<file path="src/sad_pkg.sv">
// shared constants and types of the system address decoder
package sad_pkg;

	// register map, byte addresses on the AHB-Lite slave
	localparam logic [31:0] ADR_CTRL   = 32'h0000_0000;
	localparam logic [31:0] ADR_SEG    = 32'h0000_0004;
	localparam logic [31:0] ADR_TOM    = 32'h0000_0008;
	localparam logic [31:0] ADR_STAT   = 32'h0000_000C;

	// control register fields
	localparam int CTRL_GFX_BIT  = 0;
	localparam int CTRL_VGA_BIT  = 1;
	localparam int CTRL_MONO_BIT = 2;
	localparam int CTRL_SMM_BIT  = 3;
	localparam int CTRL_W        = 4;

	// status register fields
	localparam int STAT_CNT_LSB  = 0;
	localparam int STAT_DEST_LSB = 16;
	localparam int STAT_HIGH_BIT = 24;
	localparam int CNT_W         = 16;

	// reset values
	localparam logic [3:0]  CTRL_RST = 4'h0;
	localparam logic [25:0] SEG_RST  = 26'h000_0000;
	localparam logic [31:0] TOM_RST  = 32'h0010_0000;
	localparam logic [31:0] TOM_MASK = 32'hFFF0_0000;

	// compatibility area layout
	localparam logic [31:0] VGA_BASE  = 32'h000A_0000;
	localparam logic [31:0] MONO_BASE = 32'h000B_0000;
	localparam logic [31:0] MONO_END  = 32'h000B_8000;
	localparam logic [31:0] EXP_BASE  = 32'h000C_0000;
	localparam logic [31:0] BIOS_BASE = 32'h000F_0000;
	localparam logic [31:0] EXT_BASE  = 32'h0010_0000;
	localparam int          SEG_SHIFT = 14;
	localparam int          SEG_CNT   = 13;

	// monochrome adapter i/o ports
	localparam int          MONO_IO_CNT = 6;
	localparam logic [15:0] MONO_IO [MONO_IO_CNT] = '{16'h03B4, 16'h03B5, 16'h03B8,
	                                                 16'h03B9, 16'h03BA, 16'h03BF};

	typedef enum logic [2:0] {
		DEST_SDRAM,
		DEST_HUB_LINK,
		DEST_AGP,
		DEST_GFX,
		DEST_LOCAL
	} sad_dest_type;

	typedef enum logic [1:0] {
		ORG_HOST,
		ORG_AGP,
		ORG_HUB_LINK
	} sad_origin_type;

	typedef struct packed {
		logic           valid;
		logic [35:0]    addr;
		logic           write;
		logic           io;
		logic           sysMgmtMode;
		sad_origin_type origin;
	} sad_req_type;

	typedef struct packed {
		logic         valid;
		sad_dest_type dest;
		logic [31:0]  addr;
		logic         zeroData;
		logic         dropWrite;
	} sad_route_type;

endpackage
</file>
<file path="src/sad_decoder.sv">
// system address decoder: steers processor and downstream cycles to one target
// Notes on behaviour
// - memory above 4 GB claimed locally, writes dropped
// - claimed reads above 4 GB return zeros
// - no memory address above 4 GB goes downstream
// - 4 GB decode space, no cap, no remap
// - compatibility area defaults to hub link
// - low 640 KB always to SDRAM
// - frame buffer: mono bit steers mono range first
// - then internal graphics wins when selected, then VGA enable
// - SYSTEM_MGMT_MODE host cycles to SDRAM when enabled
// - downstream cycles to SYSTEM_MGMT_MODE space: frame buffer
// - mono memory range steered by mono bit
// - mono i/o ports steered like mono range
// - thirteen segments with separate read/write enables
// - expansion range: eight 16 KB segments
// - disabled expansion segment goes to hub link
// - extended BIOS: four 16 KB segments
// - system BIOS segment resets fully disabled
// - independent attributes allow BIOS shadowing
// - 1 MB up to top of memory: SDRAM
// - top of memory to 4 GB: downstream
`timescale 1ns/100ps
module sad_decoder (
	input  wire logic                   clk_sys,
	input  wire logic                   rst,
	// AHB-Lite register slave
	input  wire logic                   hsel,
	input  wire logic [31:0]            haddr,
	input  wire logic [1:0]             htrans,
	input  wire logic                   hwrite,
	input  wire logic [2:0]             hsize,
	input  wire logic [31:0]            hwdata,
	input  wire logic                   hready,
	output logic                        hreadyout,
	output logic                        hresp,
	output logic [31:0]                 hrdata,
	// cycle to decode and its routing answer
	input  sad_pkg::sad_req_type        cycleReq,
	output sad_pkg::sad_route_type      cycleRoute
);
	import sad_pkg::*;

	// configuration and status state
	logic [CTRL_W-1:0]    ctrl_ff;
	logic [2*SEG_CNT-1:0] segAttr_ff;
	logic [31:0]          topOfMem_ff;
	logic [CNT_W-1:0]     decodeCnt_ff;
	sad_dest_type         lastDest_ff;
	logic                 highSeen_ff;

	// AHB data phase state
	logic        wrPend_ff;
	logic [31:0] wrAddr_ff;
	logic [31:0] hrdata_ff;

	// routing answer
	sad_route_type route_ff;

	wire gfxEnable   = ctrl_ff[CTRL_GFX_BIT];
	wire vgaEnable   = ctrl_ff[CTRL_VGA_BIT];
	wire monoPresent = ctrl_ff[CTRL_MONO_BIT];
	wire smramEnable = ctrl_ff[CTRL_SMM_BIT];

	// cycle address fields
	wire [31:0] addrLo  = cycleReq.addr[31:0];
	wire        above4g = |cycleReq.addr[35:32];
	wire        isMem   = ~cycleReq.io;
	wire        inDos   = isMem & (addrLo < VGA_BASE);
	wire        inVga   = isMem & (addrLo >= VGA_BASE) & (addrLo < EXP_BASE);
	wire        inMono  = isMem & (addrLo >= MONO_BASE) & (addrLo < MONO_END);
	wire        inSeg   = isMem & (addrLo >= EXP_BASE) & (addrLo < EXT_BASE);
	wire        belowTom = addrLo < topOfMem_ff;

	// mono adapter i/o ports, only in the low 64 KB of i/o space
	logic [MONO_IO_CNT-1:0] monoPortHit;
	genvar p;
	generate
		for (p = 0; p < MONO_IO_CNT; p++) begin : g_mono_io
			assign monoPortHit[p] = (addrLo == {16'h0000, MONO_IO[p]});
		end
	endgenerate
	wire monoIo = cycleReq.io & (|monoPortHit);

	// per-segment attribute lookup: even bit read enable, odd bit write enable
	logic [SEG_CNT-1:0] segHit;
	logic [SEG_CNT-1:0] segSdram;
	genvar s;
	generate
		for (s = 0; s < SEG_CNT; s++) begin : g_seg
			localparam logic [31:0] SEG_LO = (s == SEG_CNT - 1) ? BIOS_BASE
				: 32'(EXP_BASE + (32'(s) << SEG_SHIFT));
			localparam logic [31:0] SEG_HI = (s == SEG_CNT - 1) ? EXT_BASE
				: 32'(EXP_BASE + (32'(s + 1) << SEG_SHIFT));
			assign segHit[s]   = inSeg & (addrLo >= SEG_LO) & (addrLo < SEG_HI);
			assign segSdram[s] = segHit[s] & (cycleReq.write ? segAttr_ff[2*s+1]
				: segAttr_ff[2*s]);
		end
	endgenerate

	// frame buffer and mono steering
	wire monoTarget = inMono | monoIo;
	sad_dest_type vgaDest;
	always_comb begin
		if (monoTarget && monoPresent) begin
			vgaDest = DEST_HUB_LINK;
		end else if (gfxEnable) begin
			vgaDest = DEST_GFX;
		end else if (vgaEnable) begin
			vgaDest = DEST_AGP;
		end else begin
			vgaDest = DEST_HUB_LINK;
		end
	end

	// only host cycles in system management mode may reach the hidden SDRAM
	wire smmHit = smramEnable & inVga & cycleReq.sysMgmtMode & (cycleReq.origin == ORG_HOST);

	// single destination, strict priority
	sad_dest_type destNow;
	always_comb begin
		if (above4g && isMem) begin
			destNow = DEST_LOCAL;
		end else if (cycleReq.io) begin
			destNow = monoIo ? vgaDest : DEST_HUB_LINK;
		end else if (inDos) begin
			destNow = DEST_SDRAM;
		end else if (inVga) begin
			destNow = smmHit ? DEST_SDRAM : vgaDest;
		end else if (inSeg) begin
			destNow = (|segSdram) ? DEST_SDRAM : DEST_HUB_LINK;
		end else if (belowTom) begin
			destNow = DEST_SDRAM;
		end else begin
			destNow = DEST_HUB_LINK;
		end
	end

	wire claimLocal = (destNow == DEST_LOCAL);

	// next routing answer; local claims carry no forwarded address
	sad_route_type nxt_route;
	always_comb begin
		nxt_route.valid     = cycleReq.valid;
		nxt_route.dest      = destNow;
		nxt_route.addr      = claimLocal ? 32'h0000_0000 : addrLo;
		nxt_route.zeroData  = claimLocal & ~cycleReq.write;
		nxt_route.dropWrite = claimLocal & cycleReq.write;
	end

	always_ff @(posedge clk_sys) begin
		if (rst) begin
			route_ff <= '{valid: 1'b0, dest: DEST_HUB_LINK, addr: 32'h0000_0000,
				zeroData: 1'b0, dropWrite: 1'b0};
		end else begin
			route_ff <= nxt_route;
		end
	end

	assign cycleRoute = route_ff;

	// AHB-Lite slave: zero wait states, always OKAY
	wire addrPhase = hsel & htrans[1] & hready;
	wire takeWrite = addrPhase & hwrite;
	wire takeRead  = addrPhase & ~hwrite;

	wire wrCtrl = wrPend_ff & (wrAddr_ff == ADR_CTRL);
	wire wrSeg  = wrPend_ff & (wrAddr_ff == ADR_SEG);
	wire wrTom  = wrPend_ff & (wrAddr_ff == ADR_TOM);
	wire wrStat = wrPend_ff & (wrAddr_ff == ADR_STAT);

	wire [31:0] statWord = {7'h00, highSeen_ff, 5'h00, lastDest_ff, decodeCnt_ff};

	// unmapped addresses read as zero
	wire [31:0] readMux = (haddr == ADR_CTRL) ? {28'h000_0000, ctrl_ff}
		: (haddr == ADR_SEG)  ? {6'h00, segAttr_ff}
		: (haddr == ADR_TOM)  ? topOfMem_ff
		: (haddr == ADR_STAT) ? statWord
		: 32'h0000_0000;

	always_ff @(posedge clk_sys) begin
		if (rst) begin
			wrPend_ff <= 1'b0;
			wrAddr_ff <= 32'h0000_0000;
			hrdata_ff <= 32'h0000_0000;
		end else begin
			wrPend_ff <= takeWrite;
			wrAddr_ff <= takeWrite ? haddr : wrAddr_ff;
			hrdata_ff <= takeRead ? readMux : 32'h0000_0000;
		end
	end

	assign hreadyout = 1'b1;
	assign hresp     = 1'b0;
	assign hrdata    = hrdata_ff;

	// configuration registers
	always_ff @(posedge clk_sys) begin
		if (rst) begin
			ctrl_ff     <= CTRL_RST;
			segAttr_ff  <= SEG_RST;
			topOfMem_ff <= TOM_RST;
		end else begin
			if (wrCtrl) begin
				ctrl_ff <= hwdata[CTRL_W-1:0];
			end
			if (wrSeg) begin
				segAttr_ff <= hwdata[2*SEG_CNT-1:0];
			end
			if (wrTom) begin
				topOfMem_ff <= hwdata & TOM_MASK;
			end
		end
	end

	// status: counter wraps; the sticky high-address flag is set over clear
	wire highEvent = cycleReq.valid & claimLocal;
	wire highClear = wrStat & hwdata[STAT_HIGH_BIT];

	always_ff @(posedge clk_sys) begin
		if (rst) begin
			decodeCnt_ff <= 16'h0000;
			lastDest_ff  <= DEST_HUB_LINK;
			highSeen_ff  <= 1'b0;
		end else begin
			if (cycleReq.valid) begin
				decodeCnt_ff <= CNT_W'(decodeCnt_ff + 1'b1);
				lastDest_ff  <= destNow;
			end
			highSeen_ff <= highEvent | (highSeen_ff & ~highClear);
		end
	end

endmodule

</file>
<file path="config.mk">
export PLATFORM = sky130hd
export DESIGN_NAME = sad_decoder
export DESIGN_NICKNAME = d
export VERILOG_FILES = /design/src/sad_pkg.sv /design/src/sad_decoder.sv
export SDC_FILE = /design/constraint.sdc
export NUM_CORES = 1
export LEC_CHECK = 0
export BUFFER_PORTS_ARGS = -buffer_cell sky130_fd_sc_hd__buf_2
export CAP_MARGIN = 40
export CORE_MARGIN = 2
export CORE_UTILIZATION = 49
export CTS_BUF_LIST = sky130_fd_sc_hd__clkbuf_4
export CTS_CLUSTER_SIZE = 28
export DETAILED_ROUTE_END_ITERATION = 16
export PLACE_DENSITY = 0.84
export SYNTH_ARGS = -nofsm -noshare
export SYNTH_HDL_FRONTEND = slang
export SYNTH_SLANG_ARGS = --single-unit
</file>
<file path="constraint.sdc">
create_clock -name clk_sys -period 1.8 [get_ports clk_sys]
set_input_delay 0.36 -clock clk_sys [delete_from_list [all_inputs] [get_ports clk_sys]]
set_output_delay 0.36 -clock clk_sys [all_outputs]
set_load 0.01 [all_outputs]
</file>
==> results.json <==
{
  "final_layout_size_suffix_gt1_share_pct": 34.35,
  "p_per_area_nw_per_um2": 725.2,
  "die_width_um": 120.1,
  "crit_fanout": 9,
  "crit_chain": "nor4_4 -> nand2_2 -> nor3_4 -> buf_6 -> and3b_2 -> clkbuf_16 -> nand2_1 -> a21oi_1",
  "outcome": "finished with violations",
  "violations": "setup timing",
  "min_from": "cycleReq[5]",
  "wl_per_cell_um": 15.76,
  "clkSinkCount": 165,
  "drc": 0,
  "cts_tree": "done",
  "worstHoldPathType": "in2reg",
  "coreArea_um2": 13190,
  "drv_slew": 0,
  "synth_cell_type_count": 63,
  "dr.first_iter.drc_count": 485,
  "crit_required_ns": 2.29,
  "setup_violations": 27,
  "layoutNonFillerInstCount": 1197,
  "grt_overflow_total": 0,
  "grt_pass1_wl_um": 28710,
  "rsz0062_at_grt": "yes",
  "grt_pass1_vias": 5893,
  "grt_max_degree": 71,
  "worstSetupPathType": "reg2reg",
  "finalCriticalPeriod_ns": 1.899,
  "fillCellCount": 998,
  "synth_edf_count": 0,
  "die_area_um2": 14430,
  "ctsLongestPathBuffers": 2,
  "antenna_found_initial": 2,
  "synth_mux_area_share_pct": 7.289,
  "min_period_over_period_pct": 105.5,
  "mostFrequentLayoutCell": "buf_2",
  "endpoint_kind": "register",
  "netlist_area_um2": 6609,
  "syn_nets": 870,
  "setup.worst_path.start": "wrAddr_ff[11]$_SDFFE_PP0P_",
  "clk_latency_ns": 0.57,
  "synth_fa_ha_area_share_pct": 2.272,
  "ys_async_sr_fraction_pct": 0,
  "max_stage_delay_ns": 0.36,
  "synth_top_cell_by_area": "dfxtp_1",
  "yosys.area_share.simple_pct": 25.18,
  "rows": 42,
  "finalWirelength_um": 18870,
  "numCtsBuffers": 17,
  "cts_root_buffer": "clkbuf_4",
  "dp_slack_ns": -0.2313,
  "dr.pass1.iters": 5,
  "port_buffers": 181,
  "syn_avg_cell_area_um2": 8.907,
  "syn_inst": 742,
  "nets": 1135,
  "ys_top_cells_by_area": "dfxtp_1, nand2_1, mux2i_1",
  "via_count": 6284,
  "synth_warnings": 0,
  "pin_count": 188,
  "synth-seq-cells": 165,
  "fin_ws_ns": -0.09900,
  "p_leak_nw": 3.980,
  "hold_viol_final": 0,
  "finalWeightedCongestion": 0.8903,
  "ys_seq_area_share_pct": 49.98,
  "r2r_start": "wrAddr_ff[11]$_SDFFE_PP0P_",
  "vias_per_cell": 5.250,
  "synth_top_area_share_pct": 49.98,
  "syn2layout_area_growth_pct": 38.19,
  "final_cell_mix": "buf_2, dfxtp_1, nand2_1",
  "synth-compound-area-share_pct": 9.561,
  "cp_data_arrival_time_ns": 2.39,
  "dp.cells": 1116,
  "cap_violations": 0,
  "dp_hpwl_um": 12670,
  "fin_skew_ns": 0.02045,
  "r2r_slack_ns": -0.1,
  "clk_pin_slew_worst_paths_ns": 0.12,
  "peakVddDrop_mv": 0.4086,
  "synth_flop_cell": "dfxtp_1",
  "synthXorXnorAreaFrac_pct": 1.723,
  "ant_nets": 0,
  "synth_top_family_by_area": "simple AND/OR/NAND/NOR gates",
  "worstMarginPinSlew_ns": 0.5125,
  "slowest_stage": "dfxtp_2",
  "utilization_pct": 69.24,
  "fmax_mhz": 526.6,
  "start_util_pct": 50.10,
  "die_h_um": 120.1,
  "htree_levels": 4,
  "grt_usage_pct": 25.40,
  "relSlewSlack_pct": 65.52,
  "critPathLaunchType": "register"
}
[where the power goes]
part	switching, mW	leakage, nW	internal, mW
clock	1.23	0.153	0.965
combinational	0.339	2.48	0.343
sequential	0.0315	1.34	3.71
[sequential cells by signal (all words and copies together), names as in the netlist]
signal        cells
ctrl_ff           4
cycleRoute       38
decodeCnt_ff     16
highSeen_ff       1
hrdata           32
lastDest_ff       3
segAttr_ff       26
topOfMem_ff      12
wrAddr_ff        32
wrPend_ff         1
[through the flow]
| stage | power [mW] | setup TNS [ns] | hold slack [ns] | area, um^2 |
|---|---|---|---|---|
| 2_1_floorplan | 4.079 | 0 | 0.4199 | 6615 |
| 3_3_place_gp | 4.369 | -5.229 | 0.4429 | 8069 |
| 3_5_place_dp | 4.381 | -7.044 | 0.4475 | 8069 |
| 4_1_cts | 6.629 | -0.3802 | 0.0001722 | 8823 |
| 5_1_grt | 6.886 | -5.925 | 0.0002138 | 9130 |
| 6_report | 6.623 | -1.506 | 0.03690 | 9133 |
[path summary, 6_finish.rpt]
check,cells after the start,endpoint
worst max-delay path,8,segAttr_ff[6]$_SDFFE_PP0P_
worst min register to register,2,wrAddr_ff[5]$_SDFFE_PP0P_
worst max register to register,8,segAttr_ff[6]$_SDFFE_PP0P_
worst min-delay path,2,cycleRoute[2]$_SDFF_PP0_
[kinds of logic (layout without fill, tap and decap cells)]
logic type,after synthesis,count (layout)
compound gates,108,108
xor+xnor,13,13
fa+ha+maj,12,12
buf+inv,60,337
flops,165,165
mux,45,45
other cells,2,4
simple gates,337,337
[layout make-up]
class / count / area [um^2] / share of cell area [%]
sequential: 165 / 3318 / 36.33
multi-input combinational: 517 / 3312 / 36.27
timing repair buffer: 291 / 1942 / 21.26
tap: 176 / 220.2 / 2.411
clock buffer: 19 / 142.6 / 1.562
clock inverter: 12 / 136.4 / 1.493
inverter: 15 / 56.30 / 0.6165
antenna: 2 / 5.005 / 0.05480
[Yosys cell counts, types with 5 or more instances]
master and count:
nand2_1 136, a22oi_1 9, ha_1 12, mux2_2 5
mux2i_1 38, nor2_1 68, and2_1 40, buf_2 10
o21ai_0 10, nand4_1 14, clkbuf_1 28, nand2b_1 6
xnor2_1 6, nand3_1 6, inv_1 15, nor3_1 5
nor4_1 25, xor2_1 7, a21oi_1 68, and3_1 6
buf_4 5, dfxtp_1 165
[critical path, delay by kind of cell (launching register included)]
| kind | cells | cell delay (ns) |
|---|---|---|
| and+or+nand+nor | 5 | 0.99 |
| DFF | 1 | 0.36 |
| buffers and inverters | 2 | 0.33 |
| AOI/OAI and AO/OA | 1 | 0.14 |
[repair_timing]
action,CTS,global route
setup endpoints to repair,44,80
resized for setup,14,56
hold endpoints to repair,41,1
hold buffers,41,1
pin swaps,4,35
gates cloned,0,2
buffers inserted,1,3
[per-layer routing]
layer / wire, um / GRT usage [%] / up-vias / part of all wire [%]
met5: 13 / 0 / - / 0.069
met4: 395 / 9.044 / 2 / 2.1
met3: 1334 / 7.034 / 36 / 7.1
met2: 9384 / 44.11 / 234 / 50
met1: 7736 / 29.95 / 2929 / 41
li1: - / - / 3083 / -
Power figures use the tool's default switching activity.
